`src/include/aps_defs.svh`:
```
// aps_defs.svh: timing counts and mode codes for the pass sequencer
// assumes inclusion by bare name from the sequencer design file
`ifndef APS_DEFS_SVH
`define APS_DEFS_SVH
`define APS_PASS_OVERHEAD 24
`define APS_MEM_CYCLE_NS 20
`define APS_CLK_PERIOD_NS 20
`define APS_CYC_PER_MEM (`APS_MEM_CYCLE_NS / `APS_CLK_PERIOD_NS)
`define APS_WR_DELAY 8
`define APS_MODE_RECURSIVE 1'b0
`define APS_MODE_CASCADE 1'b1
`endif

```
`src/include/aps_pkg.sv`:
```
// aps_pkg.sv: types for the array pass address sequencer
// assumes aps_defs.svh is on the include path
package aps_pkg;
   typedef enum logic [2:0] {
      APS_FN_MUL = 3'h0,   // block multiply (window or filter)
      APS_FN_BF2 = 3'h1,   // radix-2 butterfly
      APS_FN_BF4 = 3'h2,   // radix-4 butterfly
      APS_FN_MSQ = 3'h3,   // magnitude square
      APS_FN_SPLIT = 3'h4  // real split
   } aps_func_t;

   // one pass instruction
   typedef struct packed {
      aps_func_t func;
      logic mixed;         // radix-4 pass in mixed-radix mode
      logic win_sym;       // symmetric window addressing
   } aps_instr_t;

   // address bus word with its strobes
   typedef struct packed {
      logic [15:0] addr;
      logic rd;
      logic wr;
   } aps_bus_t;

   // neighbour node type, one per side
   typedef enum logic [1:0] {
      APS_NODE_NONE = 2'h0,
      APS_NODE_INPUT = 2'h1,
      APS_NODE_PROC = 2'h2,
      APS_NODE_OUTPUT = 2'h3
   } aps_node_t;
endpackage

```
`src/logic/aps_sequencer.sv`:
```
// aps_sequencer.sv: address sequencing and pass control for array passes
// assumes a single 50 MHz clock and synchronous strobes from the system
//
// Functional notes
// - single memory interleaves reads and writes
// - single port halves rate, doubles pass
// - collect, process passes, then dump sequence when single memory, not cascaded
// - reads left memory, writes right memory
// - left and right neighbour node registers
// - swap memory allocation at every pass end
// - cascade node repeats one instruction
// - window sequential or symmetric addressing
// - pass lasts N or 2N memory cycles
// - fixed overhead cycles added per pass
// - split pass refused in single memory
// - odd power: radix-2 then mixed radix-4
// - split places frames in upper, lower halves
// - write sequence delayed behind read sequence
`include "aps_defs.svh"
`timescale 1ns/100ps
`default_nettype none
module aps_sequencer #(
   parameter int AW = 10,               // log2 of array size N
   parameter int OVH = `APS_PASS_OVERHEAD,
   parameter int WD = `APS_WR_DELAY
) (
   input wire logic clk_i,
   input wire logic rst_i,
   input wire logic start_i,            // begin process, with collect/dump when single memory, not cascaded
   input wire logic single_mem_i,       // single memory recursive mode
   input wire logic cascade_i,          // cascaded node
   input wire logic digit_rev_i,        // dump in digit-reversed order
   input wire logic odd_pow_i,          // N is an odd power of two
   input wire logic [3:0] npass_i,      // processing passes per frame
   input wire aps_pkg::aps_instr_t instr_i,
   input wire aps_pkg::aps_node_t left_type_i,
   input wire aps_pkg::aps_node_t right_type_i,
   input wire logic cfg_we_i,           // load neighbour registers
   output aps_pkg::aps_bus_t bus_first_o,
   output aps_pkg::aps_bus_t bus_left_o,
   output aps_pkg::aps_bus_t bus_right_o,
   output logic [15:0] coef_addr_o,
   output aps_pkg::aps_func_t func_o,
   output logic mixed_o,
   output logic half_rate_o,
   output logic alloc_o,
   output logic split_err_o,
   output logic busy_o,
   output logic pass_done_o
);
   import aps_pkg::*;

   typedef enum logic [4:0] {
      S_IDLE = 5'b00001,
      S_COLLECT = 5'b00010,
      S_PASS = 5'b00100,
      S_DUMP = 5'b01000,
      S_DONE = 5'b10000
   } aps_state_t;

   localparam int CW = AW + 7;
   localparam logic [CW-1:0] N = CW'(1 << AW);

   // ------------------------------------------------------------
   // state and counters
   // ------------------------------------------------------------
   aps_state_t state, next_state;
   logic [CW-1:0] cnt, next_cnt;        // memory cycle counter
   logic phase, next_phase;             // 0 read slot, 1 write slot
   logic [3:0] pass, next_pass;
   logic alloc, next_alloc;
   logic err, next_err;
   logic done, next_done;
   aps_node_t left_type, next_left_type, right_type, next_right_type;
   aps_bus_t bf, next_bf, bl, next_bl, br, next_br;
   logic [15:0] caddr, next_caddr;
   aps_func_t func, next_func;
   logic mixed, next_mixed;
   logic [CW-1:0] len;
   logic [AW-1:0] ra, wa, rev, sw;
   logic wr_live;

   // digit reversal over base-4 digits, radix-2 leftover at top
   always_comb begin
      rev = '0;
      for (int i = 0; i < AW / 2; i++) begin
         rev[AW-1-2*i -: 2] = cnt[2*i +: 2];
      end
      if (AW % 2 == 1) begin
         rev[0] = cnt[AW-1];
      end
   end

   // read index and delayed write index
   always_comb begin
      ra = cnt[AW-1:0];
      wa = AW'(cnt - CW'(WD));
      wr_live = (cnt >= CW'(WD)) && (cnt < N + CW'(WD));
      len = N + CW'(OVH);
      // split pass: first/second frame to lower/upper half
      sw = (instr_i.func == APS_FN_SPLIT) ?
         {wa[0], wa[AW-1:1]} : wa;
   end

   // ------------------------------------------------------------
   // next-state logic
   // ------------------------------------------------------------
   always_comb begin
      next_state = state;
      next_cnt = cnt;
      next_phase = phase;
      next_pass = pass;
      next_alloc = alloc;
      next_err = err;
      next_done = 1'b0;
      next_left_type = cfg_we_i ? left_type_i : left_type;
      next_right_type = cfg_we_i ? right_type_i : right_type;
      next_bf = '0;
      next_bl = '0;
      next_br = '0;
      next_caddr = caddr;
      next_func = func;
      next_mixed = mixed;
      unique case (state)
         S_IDLE: begin
            next_cnt = '0;
            next_phase = 1'b0;
            next_pass = '0;
            if (start_i) begin
               // refuse a split run before any collect on the bus
               if (single_mem_i && instr_i.func == APS_FN_SPLIT) begin
                  next_err = 1'b1;
               end else begin
                  next_err = 1'b0;
                  next_state = (single_mem_i && !cascade_i) ?
                     S_COLLECT : S_PASS;
               end
            end
         end
         S_COLLECT: begin
            next_bf = '{addr: 16'(ra), rd: 1'b0, wr: 1'b1};
            next_cnt = cnt + 1'b1;
            if (cnt == N - 1'b1) begin
               next_cnt = '0;
               next_state = S_PASS;
            end
         end
         S_PASS: begin
            // pass function: cascade repeats instr, else schedule
            next_func = instr_i.func;
            next_mixed = instr_i.mixed;
            if (!cascade_i && odd_pow_i && instr_i.func == APS_FN_BF4) begin
               next_func = (pass == 4'h0) ? APS_FN_BF2 : APS_FN_BF4;
               next_mixed = (pass != 4'h0);
            end
            if (single_mem_i && instr_i.func == APS_FN_SPLIT) begin
               next_err = 1'b1;
               next_state = S_IDLE;
            end else begin
               // window coefficient address
               if (instr_i.win_sym && ra[AW-1]) begin
                  next_caddr = 16'(~ra);
               end else begin
                  next_caddr = 16'(ra);
               end
               if (single_mem_i) begin
                  // alternate read and write slots
                  next_phase = ~phase;
                  if (!phase && cnt < N) begin
                     next_bf = '{addr: 16'(ra), rd: 1'b1, wr: 1'b0};
                  end else if (phase && wr_live) begin
                     next_bf = '{addr: 16'(wa), rd: 1'b0, wr: 1'b1};
                  end
               end else begin
                  if (alloc) begin
                     // reallocated: read right, write left
                     if (cnt < N) next_br = '{16'(ra), 1'b1, 1'b0};
                     if (wr_live) next_bl = '{16'(sw), 1'b0, 1'b1};
                  end else begin
                     if (cnt < N) next_bl = '{16'(ra), 1'b1, 1'b0};
                     if (wr_live) next_br = '{16'(sw), 1'b0, 1'b1};
                  end
               end
               if (!single_mem_i || phase) begin
                  next_cnt = cnt + 1'b1;
               end
               if ((!single_mem_i || phase) && cnt == len - 1'b1) begin
                  next_cnt = '0;
                  next_phase = 1'b0;
                  next_done = 1'b1;
                  next_alloc = ~alloc;
                  next_pass = pass + 1'b1;
                  if (cascade_i) begin
                     next_state = S_DONE;
                  end else if (pass + 1'b1 >= npass_i) begin
                     next_state = single_mem_i ? S_DUMP : S_DONE;
                  end
               end
            end
         end
         S_DUMP: begin
            next_bf = '{addr: 16'(digit_rev_i ? rev : ra),
                        rd: 1'b1, wr: 1'b0};
            next_cnt = cnt + 1'b1;
            if (cnt == N - 1'b1) begin
               next_cnt = '0;
               next_state = S_DONE;
            end
         end
         S_DONE: begin
            next_state = S_IDLE;
         end
      endcase
   end

   // registers
   always_ff @(posedge clk_i or posedge rst_i) begin
      if (rst_i) begin
         state <= S_IDLE;
         cnt <= '0;
         phase <= 1'b0;
         pass <= '0;
         alloc <= 1'b0;
         err <= 1'b0;
         done <= 1'b0;
         left_type <= APS_NODE_NONE;
         right_type <= APS_NODE_NONE;
         bf <= '0;
         bl <= '0;
         br <= '0;
         caddr <= '0;
         func <= APS_FN_MUL;
         mixed <= 1'b0;
      end else begin
         state <= next_state;
         cnt <= next_cnt;
         phase <= next_phase;
         pass <= next_pass;
         alloc <= next_alloc;
         err <= next_err;
         done <= next_done;
         left_type <= next_left_type;
         right_type <= next_right_type;
         bf <= next_bf;
         bl <= next_bl;
         br <= next_br;
         caddr <= next_caddr;
         func <= next_func;
         mixed <= next_mixed;
      end
   end

   // ------------------------------------------------------------
   // outputs
   // ------------------------------------------------------------
   // shared buses stay quiet when the neighbour slot is absent in a cascaded node
   assign bus_first_o = bf;
   assign bus_left_o = (left_type == APS_NODE_NONE && cascade_i) ? '0 : bl;
   assign bus_right_o = (right_type == APS_NODE_NONE && cascade_i) ? '0 : br;
   assign coef_addr_o = caddr;
   assign func_o = func;
   assign mixed_o = mixed;
   assign half_rate_o = single_mem_i;
   assign alloc_o = alloc;
   assign split_err_o = err;
   assign busy_o = (state != S_IDLE);
   assign pass_done_o = done;
endmodule // aps_sequencer
`default_nettype wire

```
`config.mk`:
```
export PLATFORM = sky130hd
export DESIGN_NAME = aps_sequencer
export DESIGN_NICKNAME = d
export VERILOG_FILES = /design/src/include/aps_pkg.sv /design/src/logic/aps_sequencer.sv
export VERILOG_INCLUDE_DIRS = /design/src /design/src/include
export SDC_FILE = /design/constraint.sdc
export NUM_CORES = 1
export LEC_CHECK = 0
export BUFFER_PORTS_ARGS = -buffer_cell sky130_fd_sc_hd__buf_2
export CORE_MARGIN = 2
export CORE_UTILIZATION = 45
export CTS_BUF_LIST = sky130_fd_sc_hd__clkbuf_2
export DETAILED_ROUTE_END_ITERATION = 8
export PLACE_DENSITY = 0.68
export SLEW_MARGIN = 20
export SYNTH_ARGS = -nofsm -noshare
export SYNTH_HDL_FRONTEND = slang
export SYNTH_SLANG_ARGS = --single-unit
export TNS_END_PERCENT = 10
```
`constraint.sdc`:
```
create_clock -name clk_i -period 2.6 [get_ports clk_i]
set_input_delay 0.39 -clock clk_i [delete_from_list [all_inputs] [get_ports clk_i]]
set_output_delay 0.39 -clock clk_i [all_outputs]
set_load 0.01 [all_outputs]
```
==> load_flow_metrics.sql <==
INSERT INTO impl_metrics (metric_group, metric, value, unit) VALUES
('outcome', 'status', 'finished, final reports clean', ''),
('layout', 'diodes', '0', ''),
('worst_hold_path', 'timing.hold.worst.class', 'in -> reg', ''),
('power_and_ir_drop', 'ir_drop', '372.6', 'uV'),
('synth', 'synth_async_sr_flop_share', '1.000', ''),
('routing', 'remaining_drc_errors', '0', ''),
('sta', 'period_share', '0.9450', ''),
('sta', 'timing.final.hold_violations', '0', ''),
('synth', 'yosysSeqAreaShare', '0.4564', ''),
('routing', 'drtIter0Drc', '282', ''),
('placement', 'routability_congestion_estimate', '0.9001', ''),
('layout', 'post-route-cell-area', '5477', 'sq um'),
('global_routing', 'grt_pass1_wl', '18.29', 'mm'),
('die', 'floorplan.initialDensity', '0.4579', ''),
('sta', 'worst_slew_pin_slew', '606.4', 'ps'),
('sta', 'setup-violations-final', '0', ''),
('sta', 'max_clock_freq', '407.0', 'MHz'),
('clock_network', 'tritoncts_clock_tree', 'yes', ''),
('synth', 'yosys-top-cells-count', 'dfrtp_1 (84), nor2_1 (55), nand2_1 (37), buf_4 (25), nor2b_1 (25)', ''),
('layout', 'fraction_of_layout_cells_with_a_size_suffix_above_1', '0.2533', ''),
('routing', 'vias_per_cell', '5.364', ''),
('clock_network', 'number_of_cts_inserted_buffers', '9', ''),
('routing', 'routed_wirelength', '11.20', 'mm'),
('clock_network', 'cts_root_buffer', 'clkbuf_2', ''),
('critical_path', 'critical_path_arrival', '2950', 'ps'),
('critical_path', 'reg2reg_depth', '8', ''),
('synth', 'syn_avg_cell_area', '9.308', 'sq um'),
('placement', 'standard_cell_area_after_detailed_placement', '5295', 'sq um'),
('sta', 'period_minus_slack', '2457', 'ps'),
('critical_path', 'worst_setup_path_end_kind', 'flip-flop', ''),
('critical_path', 'critical_path_depth', '8', ''),
('layout', 'num-fill-cells', '930', ''),
('layout', 'finalCoreUtilization', '0.5377', ''),
('sta', 'drv_slew', '0', ''),
('die', 'die_extent_in_y', '105.8', 'um'),
('clock_network', 'clkSinkCount', '85', ''),
('critical_path', 'regToRegSetupSlack', '140', 'ps'),
('sta', 'setup-tns-final', '0', 'ps'),
('routing', 'detailroute.via_count', '3969', ''),
('power_and_ir_drop', 'totalPowerFinal', '4.508', 'mW'),
('die', 'rows', '37', ''),
('synth', 'synth_warnings', '0', ''),
('clock_network', 'cts.reportedPaths.clkPinSlew', '250', 'ps'),
('power_and_ir_drop', 'power.leakage', '2.761', 'nW'),
('job', 'max_cap_violations', '0', ''),
('worst_hold_path', 'hold_path_depth', '2', ''),
('clock_network', 'worstSkewPairLatency', '580', 'ps'),
('placement', 'place.port_buffers', '81', ''),
('routing', 'drtAntennaViolNets', '0', ''),
('routing', 'first_pass_detailed_route_iteration_total', '5', ''),
('placement', 'place.detailed.instances', '722', ''),
('critical_path', 'critPathMostFrequentCell', 'buf_4', ''),
('global_routing', 'globalRoute.totalOverflow', '0', ''),
('critical_path', 'worstSetupPathType', 'reg -> reg', ''),
('worst_hold_path', 'hold_end', 'right_type[1]$_DFFE_PP0P_', ''),
('critical_path', 'critical_path.max_stage_delay', '550', 'ps'),
('clock_network', 'cts_max_level', '3', ''),
('synth', 'yosys.cell_count.top_type', 'dfrtp_1', ''),
('layout', 'ff_latch_area', '2128', 'sq um'),
('placement', 'final_hpwl_from_detailed_placement', '8.290', 'mm'),
('critical_path', 'worstPathBufferInverterCount', '2', ''),
('critical_path', 'crit_path_max_fanout', '9', ''),
('clock_network', 'cts_setup_buffers', '0', ''),
('global_routing', 'grt_antenna_before_repair', '0', ''),
('synth', 'synth_cell_type_count', '57', ''),
('routing', 'wl_per_cell', '15.14', 'um'),
('critical_path', 'critical_path.cell_chain', 'or4b_4 -> a2111oi_0 -> buf_4 -> a31o_1 -> buf_4 -> nor4_1 -> xnor2_1 -> nor2_1', ''),
('sta', 'skew', '35.99', 'ps'),
('sta', 'worst_slew_margin_rel', '0.5920', ''),
('global_routing', 'first_global_vias', '3819', ''),
('sta', 'grt_setup_unrepaired', 'false', '');
-- placed cells by master (no fill, tap or decap), drive strengths merged, types with 21 or more instances in the layout --
cell type,instances
nand2,37
a21oi,22
nor2b,25
dfrtp,84
xnor2,21
buf,123
nor2,56
o21ai,23
nand3,22
-- stage by stage --
step                      hold WS [ps]  setup slack [ps]
after global placement           463.2             256.8
final                            41.88             143.1
after CTS                        9.308             162.2
after floorplan                  456.9             18.16
after global routing             14.86             6.577
after detailed placement         460.7             214.4
-- worst reg2reg max path, stage by stage (launching register included) --
cell       delay, ps
dfrtp_1          540
or4b_4           560
a2111oi_0        450
buf_4            190
a31o_1           150
buf_4            190
nor4_1            70
xnor2_1          130
nor2_1           100
-- state kept, by name (all words and copies together), names as in the netlist, 2 cells and up --
register / count
bl: 12
br: 12
bus_first_o: 12
cnt: 17
coef_addr_o: 11
func_o: 3
left_type: 2
pass: 4
right_type: 2
state: 5
-- power breakdown --
group          switching, mW  internal [mW]  total [mW]
clock                  0.464          0.419       0.883
sequential             0.172           1.54        1.72
combinational           1.17          0.739        1.91
total                   1.81           2.70        4.51
-- per-layer routing --
layer | track usage | wire (um) | share of wire | up-vias
li1 | - | - | - | 1886
met1 | 0.2682 | 4890 | 0.44 | 1898
met2 | 0.3447 | 5269 | 0.47 | 160
met3 | 0.04515 | 777 | 0.069 | 25
met4 | 0.07331 | 263 | 0.023 | 0
met5 | 0 | 0 | 0 | -
-- worst max-delay path by stage --
stage,to,startpoint,slack (ps)
6_report,cnt[13]$_DFFE_PP0P_,state[4]$_DFFE_PP0P_,140
5_1_grt,cnt[9]$_DFFE_PP0P_,state[2]$_DFFE_PP0P_,7
4_1_cts,cnt[13]$_DFFE_PP0P_,state[3]$_DFFE_PP0P_,160
3_5_place_dp,cnt[7]$_DFFE_PP0P_,instr_i[2],210
3_3_place_gp,cnt[13]$_DFFE_PP0P_,instr_i[2],260
2_1_floorplan,alloc_o$_DFFE_PP0P_,rst_i,20
-- logic make-up (layout without fill, tap and decap cells) --
family,after synthesis,after routing,synth area share
XOR/XNOR,33,33,0.06198
other,1,18,0.0008042
flip-flops,85,85,0.4564
AO/OA/AOI/OAI,96,96,0.1387
AND/OR/NAND/NOR,193,193,0.2090
adder cells (fa/ha/maj),10,10,0.02683
multiplexers,9,9,0.02039
buffers and inverters,74,160,0.08586
-- timing repair --
| action | 4_1_cts | 5_1_grt |
|---|---|---|
| resized for setup | 0 | 1 |
| hold endpoints to repair | 33 | 1 |
| setup endpoints to repair | 0 | 3 |
| hold buffers | 1 | 1 |
-- cell type report --
cell class,instances,area share
timing repair buffer,125,0.1353
clock inverter,6,0.02033
inverter,19,0.01325
multi-input combinational,359,0.4023
clock buffer,10,0.009139
tap,136,0.03107
sequential,85,0.3886
Power figures use the tool's default switching activity.
